<file path="config.mk">
export PLATFORM = sky130hd
export DESIGN_NAME = dqsf_frontend
export DESIGN_NICKNAME = d
export VERILOG_FILES = /design/src/rtl/dqsf_pkg.sv /design/src/rtl/dqsf_frontend.sv
export VERILOG_INCLUDE_DIRS = /design/src /design/src/rtl
export SDC_FILE = /design/constraint.sdc
export NUM_CORES = 1
export LEC_CHECK = 0
export BUFFER_PORTS_ARGS = -buffer_cell sky130_fd_sc_hd__buf_2
export CORE_ASPECT_RATIO = 1.2
export CORE_UTILIZATION = 55
export DETAILED_ROUTE_END_ITERATION = 8
export PLACE_DENSITY = 0.79
export SLEW_MARGIN = 20
export SYNTH_ARGS = -nofsm -noshare
export SYNTH_HDL_FRONTEND = slang
export SYNTH_SLANG_ARGS = --single-unit
</file>
<file path="constraint.sdc">
create_clock -name clk_i -period 2.7 [get_ports clk_i]
set_clock_uncertainty 0.2 [all_clocks]
set_input_delay 0.27 -clock clk_i [delete_from_list [all_inputs] [get_ports clk_i]]
set_output_delay 0.27 -clock clk_i [all_outputs]
set_load 0.02 [all_outputs]
</file>
<file path="src/rtl/dqsf_params.svh">
// Summary of operation
// - Reset pin low for the minimum pulse aborts work and floats outputs.
// - Hardware reset restores volatile configuration and status bits.
// - Hardware reset clears the bank address register.
// - Hardware reset fills the program buffer with ones.
// - Reset reloads configuration, returns to standby within the power-up time.
// - Instruction bits travel only on the lowest line of each lane.
// - Data uses all eight lines, one byte per transfer.
// - Instruction, address and input data are captured on rising clock edges in SDR.
// - Output changes after falling edges in SDR, every edge in DDR.
// - Chip select high: inputs ignored, outputs floated.
// - Standby power when deselected and idle; active power when selected.
// - After power-up no command until a chip-select falling edge.
// - Only SDR modes 0 and 3: capture rising, drive from falling.
// - Clock cycles run fall to fall; mode 0 starts at select.
// - DDR instruction on rising edges; address and data on both edges.
// - First DDR address bit on first rise after instruction ends.
// - DDR read data starts on the fall ending the last dummy cycle.
// - Lowest line holds least significant bit; most significant first.
// - Every command opens with eight instruction bits on one line.
`ifndef DQSF_PARAMS_SVH
`define DQSF_PARAMS_SVH

`define DQSF_CLK_MHZ 100
`define DQSF_RESET_PULSE_MIN_NS 200
`define DQSF_POWER_UP_TIME_US 300
`define DQSF_INSTR_BITS 4'h8
`define DQSF_NIB_ADDR24 4'h6
`define DQSF_NIB_ADDR32 4'h8
`define DQSF_NIB_MODE 4'h2
`define DQSF_CFG_VOL_RST 8'h00
`define DQSF_STAT_VOL_RST 8'h00
`define DQSF_BANK_RST 8'h00
`define DQSF_OE_ALL 8'hFF
`define DQSF_OE_NONE 8'h00

`endif

</file>
<file path="src/rtl/dqsf_pkg.sv">
package dqsf_pkg;

    typedef enum logic [3:0] {
        ST_INIT,
        ST_IDLE,
        ST_INSTR,
        ST_DECODE,
        ST_ADDR,
        ST_MODE,
        ST_DUMMY,
        ST_DIN,
        ST_DOUT,
        ST_DONE
    } dqsf_state_t;

endpackage : dqsf_pkg

</file>
<file path="src/rtl/dqsf_frontend.sv">
`timescale 1ns/100ps
`include "dqsf_params.svh"

module dqsf_frontend #(
    parameter int unsigned PU_CYCLES =
        `DQSF_POWER_UP_TIME_US * `DQSF_CLK_MHZ
) (
    // System clock and reset
    input wire logic clk_i,
    input wire logic arst_n_i,
    // Link pins
    input wire logic hw_reset_n_i,
    input wire logic sclk_i,
    input wire logic cs_n_i,
    input wire logic [7:0] io_i,
    output logic [7:0] io_o,
    output logic [7:0] io_oe_o,
    // Command decode handshake with the core
    output logic [7:0] instr_o,
    output logic instr_valid_o,
    input wire logic fmt_addr_en_i,
    input wire logic fmt_addr32_i,
    input wire logic fmt_mode_en_i,
    input wire logic fmt_ddr_i,
    input wire logic [4:0] fmt_dummy_i,
    input wire logic fmt_read_i,
    input wire logic fmt_write_i,
    // Address, mode and data to and from the core
    output logic [31:0] addr_o,
    output logic addr_valid_o,
    output logic [7:0] mode_o,
    output logic [7:0] wr_data_o,
    output logic wr_valid_o,
    input wire logic [7:0] rd_data_i,
    output logic rd_req_o,
    output logic cmd_end_o,
    // Volatile registers
    input wire logic cfg_wr_i,
    input wire logic [7:0] cfg_wdata_i,
    input wire logic stat_wr_i,
    input wire logic [7:0] stat_wdata_i,
    input wire logic bank_wr_i,
    input wire logic [7:0] bank_wdata_i,
    output logic [7:0] cfg_vol_o,
    output logic [7:0] stat_vol_o,
    output logic [7:0] bank_addr_o,
    // Power and initialisation status
    input wire logic embedded_busy_i,
    output logic prog_buf_fill_o,
    output logic init_busy_o,
    output logic active_power_o,
    output logic standby_o
);

    localparam int RP_NS = `DQSF_RESET_PULSE_MIN_NS;
    localparam int RP_CYC_RAW = (RP_NS * `DQSF_CLK_MHZ + 999) / 1000;
    localparam int RP_CYC = (RP_CYC_RAW < 1) ? 1 : RP_CYC_RAW;

    function automatic dqsf_pkg::dqsf_state_t data_phase(
        input logic rd,
        input logic wr
    );
        if (rd)
        begin
            return dqsf_pkg::ST_DUMMY;
        end
        else if (wr)
        begin
            return dqsf_pkg::ST_DIN;
        end
        return dqsf_pkg::ST_DONE;
    endfunction : data_phase

    // In DDR the last address or mode nibble already closes on a fall.
    function automatic logic [4:0] dummy_load(
        input logic ddr,
        input logic [4:0] n
    );
        if (ddr && n != 5'h00)
        begin
            return n - 5'h01;
        end
        return n;
    endfunction : dummy_load

    // Two-stage synchronisers; the third stage only feeds edge detection.
    logic rst_s1, rst_s2;
    logic sclk_s1, sclk_s2, sclk_s3;
    logic cs_s1, cs_s2, cs_s3;
    logic [7:0] io_s1, io_s2;

    always_ff @(posedge clk_i or negedge arst_n_i)
    begin
        if (!arst_n_i)
        begin
            rst_s1 <= 1'b1;
            rst_s2 <= 1'b1;
            sclk_s1 <= 1'b0;
            sclk_s2 <= 1'b0;
            sclk_s3 <= 1'b0;
            cs_s1 <= 1'b1;
            cs_s2 <= 1'b1;
            cs_s3 <= 1'b1;
            io_s1 <= 8'h00;
            io_s2 <= 8'h00;
        end
        else
        begin
            rst_s1 <= hw_reset_n_i;
            rst_s2 <= rst_s1;
            sclk_s1 <= sclk_i;
            sclk_s2 <= sclk_s1;
            sclk_s3 <= sclk_s2;
            cs_s1 <= cs_n_i;
            cs_s2 <= cs_s1;
            cs_s3 <= cs_s2;
            io_s1 <= io_i;
            io_s2 <= io_s1;
        end
    end

    logic rise, fall, cs_fall;
    assign rise = sclk_s2 & ~sclk_s3;
    assign fall = ~sclk_s2 & sclk_s3;
    assign cs_fall = ~cs_s2 & cs_s3;

    dqsf_pkg::dqsf_state_t state, next_state;
    logic [7:0] rp_cnt, next_rp_cnt;
    logic [31:0] pu_cnt, next_pu_cnt;
    logic [3:0] bit_cnt, next_bit_cnt;
    logic [4:0] dmy_cnt, next_dmy_cnt;
    logic [7:0] instr, next_instr;
    logic [31:0] addr, next_addr;
    logic [7:0] mode, next_mode;
    logic f_addr_en, f_addr32, f_mode_en, f_ddr, f_read, f_write;
    logic next_f_addr_en, next_f_addr32, next_f_mode_en;
    logic next_f_ddr, next_f_read, next_f_write;
    logic [4:0] f_dummy, next_f_dummy;
    logic [7:0] dout, next_dout;
    logic [7:0] oe, next_oe;
    logic [7:0] wr_data, next_wr_data;
    logic instr_valid, next_instr_valid;
    logic addr_valid, next_addr_valid;
    logic wr_valid, next_wr_valid;
    logic rd_req, next_rd_req;
    logic cmd_end, next_cmd_end;
    logic [7:0] cfg_vol, next_cfg_vol;
    logic [7:0] stat_vol, next_stat_vol;
    logic [7:0] bank, next_bank;
    logic rst_taken;
    logic cap, upd;
    logic [3:0] addr_nibs;

    assign rst_taken = (rp_cnt == 8'(RP_CYC));
    // Capture edges: rising only, plus falling after a DDR instruction.
    assign cap = rise | (f_ddr & fall);
    assign upd = fall | (f_ddr & rise);
    assign addr_nibs = f_addr32 ? `DQSF_NIB_ADDR32 : `DQSF_NIB_ADDR24;

    always_comb
    begin
        next_state = state;
        next_rp_cnt = rp_cnt;
        next_pu_cnt = pu_cnt;
        next_bit_cnt = bit_cnt;
        next_dmy_cnt = dmy_cnt;
        next_instr = instr;
        next_addr = addr;
        next_mode = mode;
        next_f_addr_en = f_addr_en;
        next_f_addr32 = f_addr32;
        next_f_mode_en = f_mode_en;
        next_f_ddr = f_ddr;
        next_f_read = f_read;
        next_f_write = f_write;
        next_f_dummy = f_dummy;
        next_dout = dout;
        next_oe = oe;
        next_wr_data = wr_data;
        next_instr_valid = 1'b0;
        next_addr_valid = 1'b0;
        next_wr_valid = 1'b0;
        next_rd_req = 1'b0;
        next_cmd_end = 1'b0;
        next_cfg_vol = cfg_wr_i ? cfg_wdata_i : cfg_vol;
        next_stat_vol = stat_wr_i ? stat_wdata_i : stat_vol;
        next_bank = bank_wr_i ? bank_wdata_i : bank;

        if (rst_s2)
        begin
            next_rp_cnt = 8'h00;
        end
        else if (!rst_taken)
        begin
            next_rp_cnt = rp_cnt + 8'h01;
        end

        case (state)
            dqsf_pkg::ST_INIT:
            begin
                if (!rst_s2)
                begin
                    next_pu_cnt = 32'h0000_0000;
                end
                else if (pu_cnt >= PU_CYCLES - 1)
                begin
                    next_state = dqsf_pkg::ST_IDLE;
                end
                else
                begin
                    next_pu_cnt = pu_cnt + 32'h0000_0001;
                end
            end
            dqsf_pkg::ST_IDLE:
            begin
                if (cs_fall)
                begin
                    next_state = dqsf_pkg::ST_INSTR;
                    next_bit_cnt = 4'h0;
                    next_f_ddr = 1'b0;
                end
            end
            dqsf_pkg::ST_INSTR:
            begin
                if (rise)
                begin
                    next_instr = {instr[6:0], io_s2[0]};
                    next_bit_cnt = bit_cnt + 4'h1;
                    if (bit_cnt == `DQSF_INSTR_BITS - 4'h1)
                    begin
                        next_state = dqsf_pkg::ST_DECODE;
                        next_instr_valid = 1'b1;
                    end
                end
            end
            dqsf_pkg::ST_DECODE:
            begin
                if (fall)
                begin
                    next_f_addr_en = fmt_addr_en_i;
                    next_f_addr32 = fmt_addr32_i;
                    next_f_mode_en = fmt_mode_en_i;
                    next_f_ddr = fmt_ddr_i;
                    next_f_read = fmt_read_i;
                    next_f_write = fmt_write_i;
                    next_f_dummy = fmt_dummy_i;
                    next_bit_cnt = 4'h0;
                    next_addr = 32'h0000_0000;
                    if (fmt_addr_en_i)
                    begin
                        next_state = dqsf_pkg::ST_ADDR;
                    end
                    else if (fmt_read_i && fmt_dummy_i == 5'h00)
                    begin
                        next_state = dqsf_pkg::ST_DOUT;
                        next_dout = rd_data_i;
                        next_oe = `DQSF_OE_ALL;
                        next_rd_req = 1'b1;
                    end
                    else
                    begin
                        next_state = data_phase(fmt_read_i, fmt_write_i);
                        next_dmy_cnt = fmt_dummy_i;
                    end
                end
            end
            dqsf_pkg::ST_ADDR:
            begin
                if (cap)
                begin
                    next_addr = {addr[27:0], io_s2[3:0]};
                    next_bit_cnt = bit_cnt + 4'h1;
                    if (bit_cnt == addr_nibs - 4'h1)
                    begin
                        next_addr_valid = 1'b1;
                        next_bit_cnt = 4'h0;
                        if (f_mode_en)
                        begin
                            next_state = dqsf_pkg::ST_MODE;
                        end
                        else
                        begin
                            next_state = data_phase(f_read, f_write);
                            next_dmy_cnt = dummy_load(f_ddr, f_dummy);
                            next_rd_req = f_read;
                        end
                    end
                end
            end
            dqsf_pkg::ST_MODE:
            begin
                if (cap)
                begin
                    next_mode = {mode[3:0], io_s2[3:0]};
                    next_bit_cnt = bit_cnt + 4'h1;
                    if (bit_cnt == `DQSF_NIB_MODE - 4'h1)
                    begin
                        next_state = data_phase(f_read, f_write);
                        next_dmy_cnt = dummy_load(f_ddr, f_dummy);
                        next_rd_req = f_read;
                    end
                end
            end
            dqsf_pkg::ST_DUMMY:
            begin
                if (fall)
                begin
                    if (dmy_cnt == 5'h00)
                    begin
                        next_state = dqsf_pkg::ST_DOUT;
                        next_dout = rd_data_i;
                        next_oe = `DQSF_OE_ALL;
                        next_rd_req = 1'b1;
                    end
                    else
                    begin
                        next_dmy_cnt = dmy_cnt - 5'h01;
                    end
                end
            end
            dqsf_pkg::ST_DIN:
            begin
                if (cap)
                begin
                    next_wr_data = io_s2;
                    next_wr_valid = 1'b1;
                end
            end
            dqsf_pkg::ST_DOUT:
            begin
                if (upd)
                begin
                    next_dout = rd_data_i;
                    next_rd_req = 1'b1;
                end
            end
            dqsf_pkg::ST_DONE:
            begin
                next_state = state;
            end
            default:
            begin
                next_state = dqsf_pkg::ST_IDLE;
            end
        endcase

        if (cs_s2 && state != dqsf_pkg::ST_INIT
            && state != dqsf_pkg::ST_IDLE)
        begin
            next_state = dqsf_pkg::ST_IDLE;
            next_oe = `DQSF_OE_NONE;
            next_cmd_end = 1'b1;
            next_rd_req = 1'b0;
            next_wr_valid = 1'b0;
            next_f_ddr = 1'b0;
        end

        if (!rst_s2 && rst_taken)
        begin
            next_state = dqsf_pkg::ST_INIT;
            next_pu_cnt = 32'h0000_0000;
            next_oe = `DQSF_OE_NONE;
            next_f_ddr = 1'b0;
            next_instr_valid = 1'b0;
            next_addr_valid = 1'b0;
            next_wr_valid = 1'b0;
            next_rd_req = 1'b0;
            next_cmd_end = 1'b0;
            next_cfg_vol = `DQSF_CFG_VOL_RST;
            next_stat_vol = `DQSF_STAT_VOL_RST;
            next_bank = `DQSF_BANK_RST;
        end
    end

    always_ff @(posedge clk_i or negedge arst_n_i)
    begin
        if (!arst_n_i)
        begin
            state <= dqsf_pkg::ST_INIT;
            rp_cnt <= 8'h00;
            pu_cnt <= 32'h0000_0000;
            bit_cnt <= 4'h0;
            dmy_cnt <= 5'h00;
            instr <= 8'h00;
            addr <= 32'h0000_0000;
            mode <= 8'h00;
            f_addr_en <= 1'b0;
            f_addr32 <= 1'b0;
            f_mode_en <= 1'b0;
            f_ddr <= 1'b0;
            f_read <= 1'b0;
            f_write <= 1'b0;
            f_dummy <= 5'h00;
            dout <= 8'h00;
            oe <= `DQSF_OE_NONE;
            wr_data <= 8'h00;
            instr_valid <= 1'b0;
            addr_valid <= 1'b0;
            wr_valid <= 1'b0;
            rd_req <= 1'b0;
            cmd_end <= 1'b0;
            cfg_vol <= `DQSF_CFG_VOL_RST;
            stat_vol <= `DQSF_STAT_VOL_RST;
            bank <= `DQSF_BANK_RST;
        end
        else
        begin
            state <= next_state;
            rp_cnt <= next_rp_cnt;
            pu_cnt <= next_pu_cnt;
            bit_cnt <= next_bit_cnt;
            dmy_cnt <= next_dmy_cnt;
            instr <= next_instr;
            addr <= next_addr;
            mode <= next_mode;
            f_addr_en <= next_f_addr_en;
            f_addr32 <= next_f_addr32;
            f_mode_en <= next_f_mode_en;
            f_ddr <= next_f_ddr;
            f_read <= next_f_read;
            f_write <= next_f_write;
            f_dummy <= next_f_dummy;
            dout <= next_dout;
            oe <= next_oe;
            wr_data <= next_wr_data;
            instr_valid <= next_instr_valid;
            addr_valid <= next_addr_valid;
            wr_valid <= next_wr_valid;
            rd_req <= next_rd_req;
            cmd_end <= next_cmd_end;
            cfg_vol <= next_cfg_vol;
            stat_vol <= next_stat_vol;
            bank <= next_bank;
        end
    end

    assign io_o = dout;
    assign io_oe_o = oe;
    assign instr_o = instr;
    assign instr_valid_o = instr_valid;
    assign addr_o = addr;
    assign addr_valid_o = addr_valid;
    assign mode_o = mode;
    assign wr_data_o = wr_data;
    assign wr_valid_o = wr_valid;
    assign rd_req_o = rd_req;
    assign cmd_end_o = cmd_end;
    assign cfg_vol_o = cfg_vol;
    assign stat_vol_o = stat_vol;
    assign bank_addr_o = bank;
    // core refills its program buffer with ones while this is high.
    assign prog_buf_fill_o = (state == dqsf_pkg::ST_INIT);
    assign init_busy_o = (state == dqsf_pkg::ST_INIT);
    assign active_power_o = ~cs_s2;
    assign standby_o = cs_s2 & ~embedded_busy_i
        & (state != dqsf_pkg::ST_INIT);

endmodule : dqsf_frontend

</file>
---- Yosys cells after proc, flatten, opt, wreduce, memory -nomap -nowiden ----
Cells that the tools add are included.
operators by class
  $add $sub $neg .......................... 6
  order comparisons ....................... 1
  eq/ne operators ......................... 46
  mux-type cells .......................... 133
  bitwise gates (word level) .............. 13
  reductions and logical operators ........ 34
operators with widths
  kind                                                                     number
  32-bit 2-to-1 mux                                                        6
  8-bit 2-to-1 mux                                                         21
  4-bit 2-to-1 mux                                                         31
  5-bit 2-to-1 mux                                                         13
  32-bit case mux with 2 select lines                                      1
  1-bit 2-to-1 mux                                                         54
  4-bit != test, second input constant                                     12
  32-bit by 1-bit adder with 32-bit output, second input constant          1
  32-bit by 15-bit >= comparator with 1-bit output, second input constant  1
  2-bit != test, second input constant                                     16
  4-bit case mux with 8 select lines                                       1
  8-bit case mux with 3 select lines                                       1
  4-bit by 3-bit == test with 1-bit output, second input constant          5
  4-bit case mux with 5 select lines                                       1
  5-bit case mux with 4 select lines                                       1
  8-bit case mux with 2 select lines                                       1
  4-bit nonzero test                                                       4
  13-bit AND reduction                                                     1
  4-bit by 1-bit != test with 1-bit output, second input constant          3
  6-bit AND reduction                                                      2
  11-bit AND reduction                                                     1
  5-bit logical NOT                                                        2
  2-bit AND reduction                                                      5
  2-bit nonzero test                                                       5
  other kinds (24)                                                         44
storage, ports and cells
  flip-flop bits (word level) ............. 188
  input port bits ......................... 60
  logic and storage cells ................. 268

---- Longest topological paths before layout ----
  depth after elaboration ................. 13
  mapped depth ............................ 9
  gate-level depth less buffers ........... 7

---- Worst setup path before layout ----
OpenSTA, ideal clock, no wires.
  path type ............................... register to register
  start ................................... reg f_dummy[0]
  end ..................................... reg dmy_cnt[1]
  arrival time ............................ 1.933 ns
  data required time ...................... 2.421 ns
  setup slack ............................. 0.487 ns
  stages on the path, launching flop included .. 8
  clock period less this slack ............ 2.213 ns
  cell sequence ........................... dfrtp_1 inv_1 ha_1 or4b_1 nand2_1 mux2_2 a221o_1 mux2i_1
on the way
  cells in the longest elaborated chain, start to end .. 12
ends and longest elaborated chain
  item                                    line                  source
  start: declaration                      dqsf_frontend.sv:138  logic [4:0] f_dummy, next_f_dummy;
  start signal: assignment                dqsf_frontend.sv:422  f_dummy <= next_f_dummy;
  5-bit nonzero test                      dqsf_frontend.sv:79   if (ddr && n != 5'h00)
  1-bit logical AND                       dqsf_frontend.sv:79
  1-bit 2-to-1 mux                        dqsf_frontend.sv:79
  1-bit 2-to-1 mux                        dqsf_frontend.sv:277  if (f_mode_en)
  1-bit 2-to-1 mux                        dqsf_frontend.sv:273  if (bit_cnt == addr_nibs - 4'h1)
  1-bit 2-to-1 mux                        dqsf_frontend.sv:269  if (cap)
  1-bit 2-to-1 mux                        dqsf_frontend.sv:198  case (state)
  5-bit 2-to-1 mux                        dqsf_frontend.sv:83   return n;
  5-bit 2-to-1 mux                        dqsf_frontend.sv:277
  5-bit 2-to-1 mux                        dqsf_frontend.sv:273
  5-bit 2-to-1 mux                        dqsf_frontend.sv:269
  5-bit case mux with 4 select lines (*)  dqsf_frontend.sv:198
  end signal: assignment                  dqsf_frontend.sv:412  dmy_cnt <= next_dmy_cnt;
  end: declaration                        dqsf_frontend.sv:131  logic [4:0] dmy_cnt, next_dmy_cnt;
Every way passes the cells marked *; elsewhere a longest branch is shown, timed or not. The select of a mux whose other input is x is not followed.
A chain may end at the register's enable or synchronous reset.

---- Final worst setup path ----
  start ................................... reg state[1]
  end ..................................... out standby_o
on the way
  cells in the longest elaborated chain, start to end .. 2
ends and longest elaborated chain
  item                      line                  source
  start: declaration        dqsf_frontend.sv:127  dqsf_pkg::dqsf_state_t state, next_state;
  start signal: assignment  dqsf_frontend.sv:379  state <= dqsf_pkg::ST_INIT;
  start signal: assignment  dqsf_frontend.sv:408  state <= next_state;
  4-bit nonzero test        dqsf_frontend.sv:456  & (state != dqsf_pkg::ST_INIT);
  1-bit AND                 dqsf_frontend.sv:456
  end: declaration          dqsf_frontend.sv:52   output logic standby_o
No other way between the ends.

==> flow_metrics.tcl <==
set metrics [dict create \
    status "complete, no violations" \
    path_class "reg2out" \
    synthMostInstantiatedCell "dfrtp_1" \
    critPathLaunchType "register" \
    period_share 0.9132 \
    io_pins 165 \
    ant_nets 0 \
    critPathCaptureType "primary output" \
    relSlewSlack 0.5764 \
    seq_area_um2 4537 \
    tns_ns 0 \
    cts_buffers 17 \
    antenna_found_initial 0 \
    required_ns 2.23 \
    cp_max_fo 13 \
    setup_slack_ns 0.2344 \
    yosys.area.top_type "dfrtp_1" \
    drc_errors 0 \
    cts_sinks 181 \
    maxSlewViolCount 0 \
    leakage_nw 5.034 \
    synth_seq_cells 181 \
    core_um2 14590 \
    synth_ff_type "dfrtp_1" \
    h-tree-depth 4 \
    port_buffers 164 \
    endpoint "standby_o" \
    ys_top_cells_by_area "dfrtp_1, mux2_2, mux2i_1" \
    r2r-end "dmy_cnt[3]" \
    die_w_um 114.4 \
    finalHoldViolations 0 \
    yosysTopAreaCellShare 0.5278 \
    multi_input_area_um2 3366 \
    row_count 48 \
    grt.total_usage 0.2653 \
    nets 1040 \
    rr_worst_depth 6 \
    netlist_instances 758 \
    final_area_um2 10450 \
    gp_congestion 0.9174 \
    crit_start "state[1]" \
    final-setup-viol-count 0 \
    min_path_type "in2reg" \
    fmax_ghz 0.4056 \
    period_minus_slack_ns 2.466 \
    cts_max_path_buffers 2 \
    ys_top_cells_by_count "dfrtp_1, nor2_1, nand3_1, o21ai_0, inv_1" \
    antenna_cells 0 \
    hold_depth 3 \
    rsz0062_at_grt "no" \
    n_fill_cell 1015 \
    path_clk_slew_ns 0.07 \
    mappedNetlistArea_um2 8344 \
    firstDrtPassIters 5 \
    whs_ns 0.08815 \
    wire_per_inst_um 16.83 \
    cts_tree "done" \
    dp.cells 1099 \
    die_y_um 136.9 \
    vias_per_cell 5.561 \
    num_vias 6590 \
    ys_warn_count 0 \
    hpwl_mm 12.42 \
    ys_seq_area_frac 0.5436 \
    initial_core_util 0.5718 \
    synth_edf_count 0 \
    wl_mm 19.94 \
    clkLatencyLatePin_ns 0.43 \
    first_iter_violations 510 \
    grt_overflow_total 0 \
    avgSynthCellArea_um2 11.01 \
    grt_pass1_vias 6475 \
    ys_types 81 \
    cp.arrival_ns 2.00 \
    async_reset_ff_frac 1.000 \
    cap_violations 0 \
    power_mw 6.428 \
    tightest_slew_ns 0.6316 \
    synth_nets 826 \
    drive_above_1_share 0.2904 \
    grt_max_degree 67 \
    final_util 0.7162 \
    die_area_um2 15670 \
    syn_to_final_growth_pct 25.27 \
    power_density_nw_per_um2 615.0 \
    ir_drop_mv 0.4025 \
    grt_first_pass_wirelength_mm 31.80 \
    cts_root_buffer "clkbuf_16" \
    r2r_slack_ns 0.26 \
    cts_setup_buffers 0 \
    regToRegStartpoint "state[1]" \
    dpl_cell_area_um2 9354 \
    post_layout_nonfiller_instances 1185 \
    pre_cts_slack_ns 0.1697 \
]
-- routing by layer --
metal | vias up | share of wire | GRT usage
li1 | 3133 | - | -
met1 | 3175 | 0.42 | 0.3322
met2 | 231 | 0.50 | 0.4364
met3 | 51 | 0.055 | 0.06643
met4 | 0 | 0.030 | 0.1176
met5 | - | 0 | 0
-- worst max-delay path, stage by stage, from the launching register on --
cell and delay [ns]:
dfrtp_1 0.59, buf_4 0.27, nor2_1 0.06, nand2_1 0.15, inv_2 0.08, nor3_1 0.20, buf_2 0.21
-- registers in the layout (all words and copies together), names as in the netlist, 5 cells and up --
register and count:
wr_data_o 8, instr_o 8, rp_cnt 8, bank_addr_o 8, f_dummy 5, stat_vol_o 8, io_s2 8, pu_cnt 32
io_o 8, io_s1 8, dmy_cnt 5, cfg_vol_o 8, addr_o 32, mode_o 8
-- logic make-up (layout without fill, tap and decap cells) --
family	after synthesis	after routing	synth area share
compound gates	138	138	0.1128
xor+xnor	11	11	0.01155
fa+ha+maj	8	8	0.01200
buf+inv	91	318	0.05308
flops	181	181	0.5436
mux	73	73	0.09447
simple gates	256	256	0.1726
-- layout by cell type, fill, tap and decap left out, types with 6 or more instances in the layout --
cell type / instances
nand3_1: 48
o21ai_0: 48
xnor2_1: 7
inv_1: 45
dlygate4sd3_1: 54
nor2b_1: 9
clkbuf_16: 17
nand2b_1: 7
nand2_1: 36
mux2_2: 43
nor3_1: 8
or4_1: 8
and3_1: 9
or3_1: 9
o211ai_1: 10
dfrtp_1: 175
a21o_1: 8
nor2_1: 57
a21oi_1: 20
and2_1: 17
mux2i_1: 27
buf_4: 19
ha_1: 8
a31oi_1: 7
nand4_1: 10
o31ai_1: 6
buf_2: 163
-- worst min-delay path by stage --
| stage | start | end | slack (ns) |
|---|---|---|---|
| floorplan | arst_n_i | addr_o[0] | -0.23 |
| global placement | arst_n_i | pu_cnt[15] | 0.06 |
| detailed placement | arst_n_i | pu_cnt[15] | 0.07 |
| CTS | bank_wr_i | bank_addr_o[3] | 0.06 |
| global route | bank_wr_i | bank_addr_o[6] | 0.09 |
| finish | bank_wr_i | bank_addr_o[5] | 0.09 |
-- repair_timing --
item	in CTS	in global routing
endpoints found under the hold margin	106	0
resized for setup	0	1
endpoints found under the setup margin	0	9
hold buffers	54	0
-- layout make-up --
type | count | share of cell area
flip-flops and latches | 181 | 0.4340
clock inverters | 12 | 0.01149
well taps | 200 | 0.02394
clock buffers | 20 | 0.04178
multi-input cells | 486 | 0.3220
repair buffers | 240 | 0.1502
inverters | 46 | 0.01652
-- report_power, final --
group          switching, mW  internal (mW)
registers              0.204           2.93
logic                  0.512          0.416
clock network           1.07           1.29
(Power assumes the default switching activity.)
